<file path="src/include/cell_balance_pkg.sv">
// Shared constants and carrier types for the passive cell balancing block
package cell_balance_pkg;

  // Channel and field widths
  localparam int NUM_CHAN = 16;
  localparam int TIMER_W = 8;
  localparam int DUTY_W = 3;
  localparam int COUNT_W = 4;
  localparam int NUM_DIE_SENS = 4;

  // Manual mode limits
  localparam logic [4:0] MAX_MANUAL_ON = 5'h08;
  localparam logic [4:0] MAX_RUN_NEIGHBORS = 5'h02;
  localparam logic [4:0] MAX_RUN_ISOLATED = 5'h01;

  // Timer unit: one timer count is this long
  localparam int CLK_HZ = 25_000_000;
  localparam int TIMER_UNIT_MS = 1000;
  localparam int TIMER_UNIT_CYCLES = (CLK_HZ / 1000) * TIMER_UNIT_MS;

  // Reset values
  localparam logic [NUM_CHAN-1:0] SWITCH_RST = 16'h0000;
  localparam logic [TIMER_W-1:0] TIMER_RST = 8'h00;
  localparam logic [DUTY_W-1:0] PHASE_RST = 3'h0;

  // Balancing sequencer states, Gray coded along idle, run, pause
  typedef enum logic [1:0] {
    ST_IDLE = 2'h0,
    ST_RUN = 2'h1,
    ST_PAUSE = 2'h3
  } bal_state_t;

  // Host configuration bits
  typedef struct packed {
    logic auto_alternate_select;
    logic [DUTY_W-1:0] alternate_duty_field;
    logic forbid_neighbor_switches;
    logic [COUNT_W-1:0] active_channel_count;
    logic thermistor_pause_enable;
    logic fault_abort_enable;
  } bal_cfg_t;

  // Status flags shown to the host
  typedef struct packed {
    logic balance_running_flag;
    logic paused_flag;
    logic overtemp_pause_flag;
    logic bad_config_flag;
    logic fault_abort_flag;
  } bal_status_t;

  localparam bal_status_t STATUS_RST = 5'h00;

endpackage : cell_balance_pkg

</file>
<file path="src/verilog/cell_balance_ctrl.sv">
// Passive cell balancing controller for sixteen channels
//
// Behaviour
// - Balancing starts only on go; running flag shows balancing in progress
// - Channels beyond the active channel count are skipped despite timers
// - Each channel has a timer; nonzero marks it, switch waits for go
// - A timer reaching zero stops only its own channel
// - Automatic mode alternates odd and even switches using the duty field
// - Automatic mode with only odd or only even timers never alternates
// - Manual mode turns on every nonzero-timer switch, no alternation
// - Manual go with more than eight channels is refused, bad config set
// - Manual, forbid-neighbours set: any two adjacent channels are a bad config
// - Manual, forbid-neighbours clear: more than two consecutive channels are bad
// - Go enables die sensors; over-threshold pauses all, sets pause flags
// - Die pause ends once every sensor is below threshold minus hysteresis
// - Thermistor pause enabled and over threshold pauses all, sets flags
// - Thermistor pause ends once all thermistors read below recovery level
// - Pause freezes timers and settings; resume continues unchanged
// - New thermistor thresholds take effect via protector restart, no go
// - Balancing works in both active and sleep power states
// - Host pause request pauses balancing any time after start
// - Fault abort enabled plus unmasked fault in the run state stops all, sets abort flag; not acted on while paused
`timescale 1ns/10ps
module cell_balance_ctrl #(
  parameter int TICK_CYCLES = cell_balance_pkg::TIMER_UNIT_CYCLES,
  parameter int NUM_DIE_SENS = cell_balance_pkg::NUM_DIE_SENS
) (
  input wire logic i_clk,
  input wire logic i_rst_n,
  input wire logic i_balance_go_cmd,
  input wire cell_balance_pkg::bal_cfg_t i_cfg,
  input wire logic [cell_balance_pkg::NUM_CHAN-1:0][cell_balance_pkg::TIMER_W-1:0]
    i_channel_timer_setting,
  input wire logic i_host_pause_request,
  input wire logic i_unmasked_fault,
  input wire logic [NUM_DIE_SENS-1:0] i_die_over_threshold,
  input wire logic [NUM_DIE_SENS-1:0] i_die_below_release,
  input wire logic i_thermistor_overtemp_pause,
  input wire logic i_thermistor_cooled,
  output logic [cell_balance_pkg::NUM_CHAN-1:0] o_balance_switch,
  output logic o_die_sensor_enable,
  output cell_balance_pkg::bal_status_t o_status
);
  localparam int N = cell_balance_pkg::NUM_CHAN;
  localparam int TW = cell_balance_pkg::TIMER_W;

  // Number of set bits in a channel mask
  function automatic logic [4:0] count_ones(input logic [N-1:0] v);
    logic [4:0] n;
    n = 5'h00;
    for (int k = 0; k < N; k++)
      n = n + {4'h0, v[k]};
    return n;
  endfunction : count_ones

  // Longest run of consecutive set channels
  function automatic logic [4:0] longest_run(input logic [N-1:0] v);
    logic [4:0] run;
    logic [4:0] best;
    run = 5'h00;
    best = 5'h00;
    for (int k = 0; k < N; k++)
    begin
      run = v[k] ? run + 5'h01 : 5'h00;
      if (run > best)
        best = run;
    end
    return best;
  endfunction : longest_run

  // Channels inside the active count; zero means all sixteen
  function automatic logic [N-1:0] active_mask(input logic [3:0] cnt);
    logic [N-1:0] m;
    m = '0;
    for (int k = 0; k < N; k++)
      m[k] = (cnt == 4'h0) || (5'(k) < {1'b0, cnt});
    return m;
  endfunction : active_mask

  // Channels whose remaining time is nonzero
  function automatic logic [N-1:0] nonzero_mask(input logic [N-1:0][TW-1:0] t);
    logic [N-1:0] m;
    m = '0;
    for (int k = 0; k < N; k++)
      m[k] = (t[k] != '0);
    return m;
  endfunction : nonzero_mask

  cell_balance_pkg::bal_state_t state_r;
  cell_balance_pkg::bal_state_t state_nxt;
  logic [N-1:0][TW-1:0] remain_r;
  logic [N-1:0] switch_nxt;
  logic [N-1:0] go_mask;
  logic [N-1:0] left_mask;
  logic [N-1:0] odd_chan;
  logic [N-1:0] even_chan;
  logic go_bad;
  logic go_start;
  logic alt_r;
  logic phase_r;
  logic [2:0] phase_cnt_r;
  logic [2:0] duty_r;
  logic die_pause_r;
  logic therm_pause_r;
  logic pause_req;
  logic abort;
  logic tick;
  logic [NUM_DIE_SENS-1:0] die_over_s;
  logic [NUM_DIE_SENS-1:0] die_below_s;

  // Die comparators sit outside the clock domain
  level_sync3 #(.W(2 * NUM_DIE_SENS)) u_die_sync (
    .i_clk(i_clk),
    .i_rst_n(i_rst_n),
    .i_async({i_die_over_threshold, i_die_below_release}),
    .o_level({die_over_s, die_below_s})
  );

  // Timer unit prescaler
  timer_tick #(.CYCLES(TICK_CYCLES)) u_tick (
    .i_clk(i_clk),
    .i_rst_n(i_rst_n),
    .o_tick(tick)
  );

  // Channel 1 is bit 0, so odd channels are the even bit positions
  assign odd_chan = {(N / 2){2'b01}};
  assign even_chan = ~odd_chan;

  // Go evaluation: nonzero timers inside the active count
  always_comb
  begin
    go_mask = nonzero_mask(i_channel_timer_setting)
      & active_mask(i_cfg.active_channel_count);
    go_bad = 1'b0;
    if (!i_cfg.auto_alternate_select)
    begin
      if (count_ones(go_mask) > cell_balance_pkg::MAX_MANUAL_ON)
        go_bad = 1'b1;
      if (i_cfg.forbid_neighbor_switches
          && longest_run(go_mask) > cell_balance_pkg::MAX_RUN_ISOLATED)
        go_bad = 1'b1;
      if (!i_cfg.forbid_neighbor_switches
          && longest_run(go_mask) > cell_balance_pkg::MAX_RUN_NEIGHBORS)
        go_bad = 1'b1;
    end
    go_start = i_balance_go_cmd && !go_bad && (go_mask != '0);
  end

  // Pause and abort requests
  assign left_mask = nonzero_mask(remain_r);
  assign pause_req = die_pause_r || therm_pause_r || i_host_pause_request;
  assign abort = i_cfg.fault_abort_enable && i_unmasked_fault;

  // Sequencer; runs the same in every power state, nothing gates it
  always_comb
  begin
    state_nxt = state_r;
    if (i_balance_go_cmd)
      state_nxt = go_start ? cell_balance_pkg::ST_RUN : cell_balance_pkg::ST_IDLE;
    else
      unique case (state_r)
        cell_balance_pkg::ST_IDLE:
          state_nxt = cell_balance_pkg::ST_IDLE;
        cell_balance_pkg::ST_RUN:
          if (abort)
            state_nxt = cell_balance_pkg::ST_IDLE;
          else if (left_mask == '0)
            state_nxt = cell_balance_pkg::ST_IDLE;
          else if (pause_req)
            state_nxt = cell_balance_pkg::ST_PAUSE;
        cell_balance_pkg::ST_PAUSE:
          if (!pause_req)
            state_nxt = cell_balance_pkg::ST_RUN;
        default:
          state_nxt = cell_balance_pkg::ST_IDLE;
      endcase
  end

  // State register
  always_ff @(posedge i_clk or negedge i_rst_n)
  begin
    if (!i_rst_n)
      state_r <= cell_balance_pkg::ST_IDLE;
    else
      state_r <= state_nxt;
  end

  // Per-channel countdown; frozen outside the run state
  always_ff @(posedge i_clk or negedge i_rst_n)
  begin
    if (!i_rst_n)
      remain_r <= '0;
    else if (go_start)
    begin
      for (int k = 0; k < N; k++)
        remain_r[k] <= go_mask[k] ? i_channel_timer_setting[k]
                                  : cell_balance_pkg::TIMER_RST;
    end
    else if (state_r == cell_balance_pkg::ST_RUN && tick && !abort)
    begin
      for (int k = 0; k < N; k++)
        if (remain_r[k] != '0)
          remain_r[k] <= remain_r[k] - TW'(1);
    end
  end

  // Alternation mode and duty are latched at go and held through pauses
  always_ff @(posedge i_clk or negedge i_rst_n)
  begin
    if (!i_rst_n)
    begin
      alt_r <= 1'b0;
      duty_r <= cell_balance_pkg::PHASE_RST;
    end
    else if (go_start)
    begin
      alt_r <= i_cfg.auto_alternate_select && |(go_mask & odd_chan)
        && |(go_mask & even_chan);
      duty_r <= i_cfg.alternate_duty_field;
    end
  end

  // Odd/even phase: each half lasts duty plus one timer units
  always_ff @(posedge i_clk or negedge i_rst_n)
  begin
    if (!i_rst_n)
    begin
      phase_r <= 1'b0;
      phase_cnt_r <= cell_balance_pkg::PHASE_RST;
    end
    else if (go_start)
    begin
      phase_r <= 1'b0;
      phase_cnt_r <= cell_balance_pkg::PHASE_RST;
    end
    else if (state_r == cell_balance_pkg::ST_RUN && tick && alt_r)
    begin
      if (phase_cnt_r >= duty_r)
      begin
        phase_cnt_r <= cell_balance_pkg::PHASE_RST;
        phase_r <= !phase_r;
      end
      else
        phase_cnt_r <= phase_cnt_r + 3'h1;
    end
  end

  // Die pause latch: set above threshold, clear when all cool or when idle
  always_ff @(posedge i_clk or negedge i_rst_n)
  begin
    if (!i_rst_n)
      die_pause_r <= 1'b0;
    else if (state_r != cell_balance_pkg::ST_IDLE && |die_over_s)
      die_pause_r <= 1'b1;
    else if (&die_below_s || state_r == cell_balance_pkg::ST_IDLE)
      die_pause_r <= 1'b0;
  end

  // Thermistor pause latch from the protector's judgement
  always_ff @(posedge i_clk or negedge i_rst_n)
  begin
    if (!i_rst_n)
      therm_pause_r <= 1'b0;
    else if (state_r != cell_balance_pkg::ST_IDLE && i_cfg.thermistor_pause_enable
             && i_thermistor_overtemp_pause)
      therm_pause_r <= 1'b1;
    else if (i_thermistor_cooled || !i_cfg.thermistor_pause_enable
             || state_r == cell_balance_pkg::ST_IDLE)
      therm_pause_r <= 1'b0;
  end

  // Switch drive: off when paused or idle, skipping expired channels
  always_comb
  begin
    switch_nxt = cell_balance_pkg::SWITCH_RST;
    if (state_nxt == cell_balance_pkg::ST_RUN && !i_balance_go_cmd)
    begin
      switch_nxt = left_mask;
      if (alt_r)
        switch_nxt = left_mask & (phase_r ? even_chan : odd_chan);
    end
  end

  // Switch and sensor enable registers
  always_ff @(posedge i_clk or negedge i_rst_n)
  begin
    if (!i_rst_n)
    begin
      o_balance_switch <= cell_balance_pkg::SWITCH_RST;
      o_die_sensor_enable <= 1'b0;
    end
    else
    begin
      o_balance_switch <= switch_nxt;
      o_die_sensor_enable <= (state_nxt != cell_balance_pkg::ST_IDLE);
    end
  end

  // Status flags; sticky ones clear on go, but a same-cycle set wins
  always_ff @(posedge i_clk or negedge i_rst_n)
  begin
    if (!i_rst_n)
      o_status <= cell_balance_pkg::STATUS_RST;
    else
    begin
      o_status.balance_running_flag <= (state_nxt != cell_balance_pkg::ST_IDLE);
      o_status.paused_flag <= (state_nxt == cell_balance_pkg::ST_PAUSE);
      if (state_r != cell_balance_pkg::ST_IDLE
          && (|die_over_s || (i_cfg.thermistor_pause_enable
          && i_thermistor_overtemp_pause)))
        o_status.overtemp_pause_flag <= 1'b1;
      else if (i_balance_go_cmd)
        o_status.overtemp_pause_flag <= 1'b0;
      if (i_balance_go_cmd)
        o_status.bad_config_flag <= go_bad;
      if (state_r == cell_balance_pkg::ST_RUN && abort)
        o_status.fault_abort_flag <= 1'b1;
      else if (i_balance_go_cmd)
        o_status.fault_abort_flag <= 1'b0;
    end
  end
endmodule : cell_balance_ctrl

</file>
<file path="src/verilog/level_sync3.sv">
// Three-stage synchroniser that passes a change once stages two and three agree
`timescale 1ns/10ps
module level_sync3 #(
  parameter int W = 1
) (
  input wire logic i_clk,
  input wire logic i_rst_n,
  input wire logic [W-1:0] i_async,
  output logic [W-1:0] o_level
);
  logic [W-1:0] s1_r;
  logic [W-1:0] s2_r;
  logic [W-1:0] s3_r;

  // Shift chain; only s2_r reads s1_r
  always_ff @(posedge i_clk or negedge i_rst_n)
  begin
    if (!i_rst_n)
    begin
      s1_r <= '0;
      s2_r <= '0;
      s3_r <= '0;
    end
    else
    begin
      s1_r <= i_async;
      s2_r <= s1_r;
      s3_r <= s2_r;
    end
  end

  // Accept a bit only when the two later stages agree
  always_ff @(posedge i_clk or negedge i_rst_n)
  begin
    if (!i_rst_n)
      o_level <= '0;
    else
      for (int k = 0; k < W; k++)
        if (s2_r[k] == s3_r[k])
          o_level[k] <= s3_r[k];
  end
endmodule : level_sync3

</file>
<file path="src/verilog/timer_tick.sv">
// Free-running prescaler giving one pulse per balancing timer unit
`timescale 1ns/10ps
module timer_tick #(
  parameter int CYCLES = cell_balance_pkg::TIMER_UNIT_CYCLES
) (
  input wire logic i_clk,
  input wire logic i_rst_n,
  output logic o_tick
);
  logic [31:0] cnt_r;

  // Count up to CYCLES-1 then wrap with a one-cycle pulse
  always_ff @(posedge i_clk or negedge i_rst_n)
  begin
    if (!i_rst_n)
    begin
      cnt_r <= 32'h0000_0000;
      o_tick <= 1'b0;
    end
    else if (cnt_r >= 32'(CYCLES - 1))
    begin
      cnt_r <= 32'h0000_0000;
      o_tick <= 1'b1;
    end
    else
    begin
      cnt_r <= cnt_r + 32'h0000_0001;
      o_tick <= 1'b0;
    end
  end
endmodule : timer_tick
</file>
<file path="config.mk">
export PLATFORM = sky130hd
export DESIGN_NAME = cell_balance_ctrl
export DESIGN_NICKNAME = d
export VERILOG_FILES = /design/src/include/cell_balance_pkg.sv /design/src/verilog/cell_balance_ctrl.sv /design/src/verilog/level_sync3.sv /design/src/verilog/timer_tick.sv
export SDC_FILE = /design/constraint.sdc
export NUM_CORES = 1
export LEC_CHECK = 0
export BUFFER_PORTS_ARGS = -buffer_cell sky130_fd_sc_hd__clkbuf_2
export CAP_MARGIN = 15
export CORE_MARGIN = 2
export CORE_UTILIZATION = 55
export DETAILED_ROUTE_END_ITERATION = 10
export PLACE_DENSITY = 0.82
export SLEW_MARGIN = 25
export SYNTH_ARGS = -nofsm -noshare
export SYNTH_HDL_FRONTEND = slang
export SYNTH_SLANG_ARGS = --single-unit
</file>
<file path="constraint.sdc">
create_clock -name i_clk -period 3.5 [get_ports i_clk]
set_input_delay 0.175 -clock i_clk [delete_from_list [all_inputs] [get_ports i_clk]]
set_output_delay 0.175 -clock i_clk [all_outputs]
set_load 0.02 [all_outputs]
</file>
==> flow_metrics.env, run 1 <==
export IMPL_numCtsBuffers=26
export IMPL_start_util=0.560
export IMPL_fp_dieH_um=191
export IMPL_synth_edf_count=0
export IMPL_htree_levels=1
export IMPL_dp_cells=3276
export IMPL_grt_max_degree=87
export IMPL_syn_inst=2280
export IMPL_grt_use_total=0.813
export IMPL_synth_warnings=0
export IMPL_stop_stage="global routing"
export IMPL_yosys_cell_types_count=97
export IMPL_port_buffers=175
export IMPL_dp_hpwl_mm=48.8
export IMPL_outcome="stopped before the end"
export IMPL_synthFlopType="dfrtp_1"
export IMPL_cts_buffer_depth=3
export IMPL_pin_count=176
export IMPL_synthArstFlopShare=1.00
export IMPL_firstError="[ERROR GRT-0232] Routing congestion too high. Check the congestion heatmap in the GUI."
export IMPL_syn_area_um2=19300
export IMPL_rows=68
export IMPL_overflow=443
export IMPL_die_x_um=191
export IMPL_clock_sinks=226
export IMPL_ys_seq_elements=226
export IMPL_ys_seq_area_frac=0.293
export IMPL_gp_congestion=0.985
export IMPL_avgSynthCellArea_um2=8.48
export IMPL_root_buffer="clkbuf_16"
metrics by stage:
stage | util | TNS, ns | instance area, µm² | setup slack [ns]
floorplan | - | -2285.82 | 19700 | -16.56
global placement | 0.712 | -2239.58 | 24600 | -16.21
detailed placement | 0.712 | -2386.73 | 24600 | -17.30
CTS | 0.814 | -2221.03 | 28100 | -16.07
timing repair:
action                                  CTS
resized for setup                       199
gates cloned                             33
endpoints found under the setup margin  139
buffers inserted                         74
hold endpoints to repair                 98
hold buffers                             19
pin swaps                               117
Yosys cell counts (6+ instances only):
cell | instances | share of area
dfrtp_1 | 226 | 0.29
inv_1 | 90 | 0.017
xnor2_1 | 100 | 0.045
or2_2 | 18 | 0.0058
nand3_1 | 62 | 0.016
o2111ai_1 | 18 | 0.0082
clkbuf_1 | 106 | 0.021
a211oi_1 | 20 | 0.0078
and2_1 | 25 | 0.0081
nor2b_1 | 24 | 0.0078
o211ai_1 | 28 | 0.011
mux2_2 | 7 | 0.0041
nand2_1 | 137 | 0.027
fa_1 | 10 | 0.010
buf_2 | 24 | 0.0062
nand2b_1 | 41 | 0.013
o22ai_1 | 15 | 0.0049
nor4_1 | 144 | 0.047
buf_4 | 6 | 0.0023
maj3_1 | 8 | 0.0041
a32oi_1 | 23 | 0.010
o21a_1 | 28 | 0.011
o31a_1 | 7 | 0.0032
or4_1 | 18 | 0.0070
nand4_1 | 14 | 0.0045
or3_1 | 23 | 0.0074
nor3_1 | 72 | 0.019
a21oi_1 | 249 | 0.064
a21o_1 | 10 | 0.0039
nor2_1 | 221 | 0.043
ha_1 | 114 | 0.074
xor2_1 | 45 | 0.020
a31oi_1 | 6 | 0.0019
a2111oi_2 | 88 | 0.068
nand3b_1 | 16 | 0.0062
o21ai_0 | 54 | 0.014
and3_1 | 25 | 0.0081
mux2i_1 | 7 | 0.0036
a211o_1 | 13 | 0.0059
o21ai_1 | 8 | 0.0021
cell families after synthesis:
kind of cell,after synthesis,synth area share
other cells,2,0.000389
mux,14,0.00770
fa+ha+maj,132,0.0883
buf+inv,241,0.0515
xor+xnor,146,0.0669
compound gates,643,0.256
simple gates,876,0.237
flops,226,0.293
routing by layer:
metal / track usage / GRT overflow
met4: 0.834 / 162
met3: 0.739 / 22
met1: 0.790 / 24
met2: 0.915 / 231
met5: 0.536 / 4
==> inputs of run 2 (changes only) <==
--- a/config.mk
+++ b/config.mk
@@ -8,9 +8,9 @@
 export BUFFER_PORTS_ARGS = -buffer_cell sky130_fd_sc_hd__clkbuf_2
 export CAP_MARGIN = 15
 export CORE_MARGIN = 2
-export CORE_UTILIZATION = 55
+export CORE_UTILIZATION = 40
 export DETAILED_ROUTE_END_ITERATION = 10
-export PLACE_DENSITY = 0.82
+export PLACE_DENSITY_LB_ADDON = 0.15
 export SLEW_MARGIN = 25
 export SYNTH_ARGS = -nofsm -noshare
 export SYNTH_HDL_FRONTEND = slang
==> flow_metrics.env, run 2 <==
export IMPL_slew_headroom=0.301
export IMPL_port_buffers=175
export IMPL_crit_top_cell="o21a_1"
export IMPL_grt_use_total=0.287
export IMPL_largest_reg_flops=128
export IMPL_fp_dieH_um=224
export IMPL_ys_top_cells_by_count="249 x a21oi_1, 226 x dfrtp_1, 221 x nor2_1"
export IMPL_crit_family="compound AO/OA/AOI/OAI gates"
export IMPL_min_delay_start="i_channel_timer_setting[125]"
export IMPL_crit_slowest_cell="or4_4"
export IMPL_cp_required_ns=3.96
export IMPL_diodes=0
export IMPL_synth_top_cell_by_area="dfrtp_1"
export IMPL_final_common_cell="buf_4"
export IMPL_cpPeakStageDelay_ns=0.53
export IMPL_max_freq_ghz=0.0497
export IMPL_dp_cells=3451
export IMPL_grt_pass1_wl_mm=116
export IMPL_yosys_top_cells_area="dfrtp_1 29%, ha_1 7.4%, a2111oi_2 6.8%"
export IMPL_final_area_um2=29400
export IMPL_cts_tree="done"
export IMPL_outcome="complete, but fails checks"
export IMPL_drt_pass1_iter_count=6
export IMPL_dp_hpwl_mm=51.4
export IMPL_start_util=0.405
export IMPL_wl_per_cell_um=20.9
export IMPL_startpoint_type="input port"
export IMPL_synth_warnings=0
export IMPL_fin_ws_ns=-16.61
export IMPL_startpoint="i_channel_timer_setting[12]"
export IMPL_numCtsBuffers=28
export IMPL_cp_data_arrival_time_ns=20.57
export IMPL_grt_max_degree=113
export IMPL_totalWireLength_mm=75.8
export IMPL_htree_levels=1
export IMPL_grt_pass1_vias=21300
export IMPL_reg_largest_list="remain_r x128, u_tick.cnt_r x32, o_balance_switch x16"
export IMPL_layout_nets=3267
export IMPL_top_register="remain_r"
export IMPL_avgSynthCellArea_um2=8.48
export IMPL_finalSetupViolCount=139
export IMPL_crit_type="in -> reg"
export IMPL_min_period_over_period=5.74
export IMPL_hold_class="in -> reg"
export IMPL_synthFlopType="dfrtp_1"
export IMPL_drtIter0Drc=1680
export IMPL_rr_worst_depth=12
export IMPL_maxCapViolations=0
export IMPL_final_cells=3624
export IMPL_reg2reg_from="remain_r[50]"
export IMPL_synthArstFlopShare=1.00
export IMPL_violations="setup timing"
export IMPL_layout_common_cells="513 x buf_4, 226 x dfrtp_1, 200 x nor2_1, 176 x a21oi_1, 172 x clkbuf_2"
export IMPL_synth_top_area_share=0.293
export IMPL_ant_nets=0
export IMPL_grt_antenna_before_repair=4
export IMPL_worstMarginPinSlew_ns=1.05
export IMPL_dpl_worst_slack_ns=-17.35
export IMPL_placeableCoreArea_um2=47700
export IMPL_crit_fanout=8
export IMPL_path_buf_inv=9
export IMPL_overflow=0
export IMPL_cts_buffer_depth=3
export IMPL_worstSkewPairLatency_ns=0.58
export IMPL_hold_depth=3
export IMPL_ys_seq_area_frac=0.293
export IMPL_yosys_cell_types_count=97
export IMPL_die_x_um=224
export IMPL_clkTransAtPathRegs_ns=0.06
export IMPL_pin_count=176
export IMPL_place_area_um2=25000
export IMPL_gp_congestion=0.913
export IMPL_ys_seq_elements=226
export IMPL_drive_gt1_frac=0.400
export IMPL_rsz0062_at_grt="true"
export IMPL_vias=21600
export IMPL_syn_area_um2=19300
export IMPL_fin_crit_ns=20.11
export IMPL_rows=80
export IMPL_nFillCells=3967
export IMPL_post_synth_top_count_cell="a21oi_1"
export IMPL_endpoint_kind="register"
export IMPL_synth_edf_count=0
export IMPL_skew_ns=0.0145
export IMPL_drc=0
export IMPL_hold_violations=0
export IMPL_root_buffer="clkbuf_16"
export IMPL_die_area_um2=50100
export IMPL_syn_inst=2280
export IMPL_clock_sinks=226
export IMPL_vias_per_cell=5.96
export IMPL_cp_depth=119
export IMPL_drv_slew=0
export IMPL_area_delta_synth_final_pct=51.9
## run 2: kinds of logic (layout without fill, tap and decap cells)
group,count (synthesis),in the layout,share of synthesized area
AO/OA/AOI/OAI,643,644,0.256
XOR/XNOR,146,146,0.0669
adder cells (fa/ha/maj),132,132,0.0883
buffers and inverters,241,957,0.0515
flip-flops,226,226,0.293
multiplexers,14,14,0.00770
other,2,12,0.000389
AND/OR/NAND/NOR,876,878,0.237
## run 2: path summary, 6_finish.rpt
| path | slack [ns] | to |
|---|---|---|
| worst max-delay path | -16.61 | remain_r[33] |
| worst min-delay path | 0.007 | remain_r[125] |
| worst max register to register | 0.21 | o_balance_switch[15] |
| worst min register to register | 0.35 | u_die_sync.s2_r[4] |
| max in group asynchronous | 2.39 | remain_r[83] |
| min in group asynchronous | 0.13 | remain_r[42] |
## run 2: final cells by class
type	instances	area (µm²)	share of cell area
Clock inverter	11	165	0.00563
Timing Repair Buffer	809	6780	0.231
Multi-Input combinational cell	1826	14800	0.504
Tap cell	615	769	0.0262
Sequential cell	226	5660	0.193
Clock buffer	39	823	0.0280
Inverter	98	368	0.0125
## run 2: worst min-delay path, stage by stage
cell and delay (ns):
clkbuf_2 0.11, a21oi_1 0.16, a2111oi_2 0.08
## run 2: metrics by stage
stage                util  hold WS (ns)  setup TNS (ns)
detailed placement  0.523         0.126        -2394.69
global route        0.615        0.0198        -2444.52
floorplan               -        -0.121        -2285.82
global placement    0.523         0.125        -2278.04
finish              0.615       0.00700        -2293.93
CTS                 0.573      0.000902        -2205.72
## run 2: metal layers
layer | vias up | track usage | share of wire
met3 | 163 | 0.0337 | 0.068
li1 | 9971 | - | -
met2 | 849 | 0.478 | 0.47
met4 | 8 | 0.0865 | 0.034
met5 | - | 0 | 0.00075
met1 | 10600 | 0.391 | 0.43
## run 2: repair_timing
action / CTS / global route
setup buffers: 27 / 51
gates cloned: 16 / 8
resized for setup: 112 / 258
pin swaps: 76 / 122
endpoints found under the hold margin: 65 / 0
setup endpoints to repair: 139 / 139
hold buffers: 29 / 0
Power of run 2 is left out: the tool's default activity adds up to more than one toggle a clock period on the data nets, which glitch-free logic cannot reach.
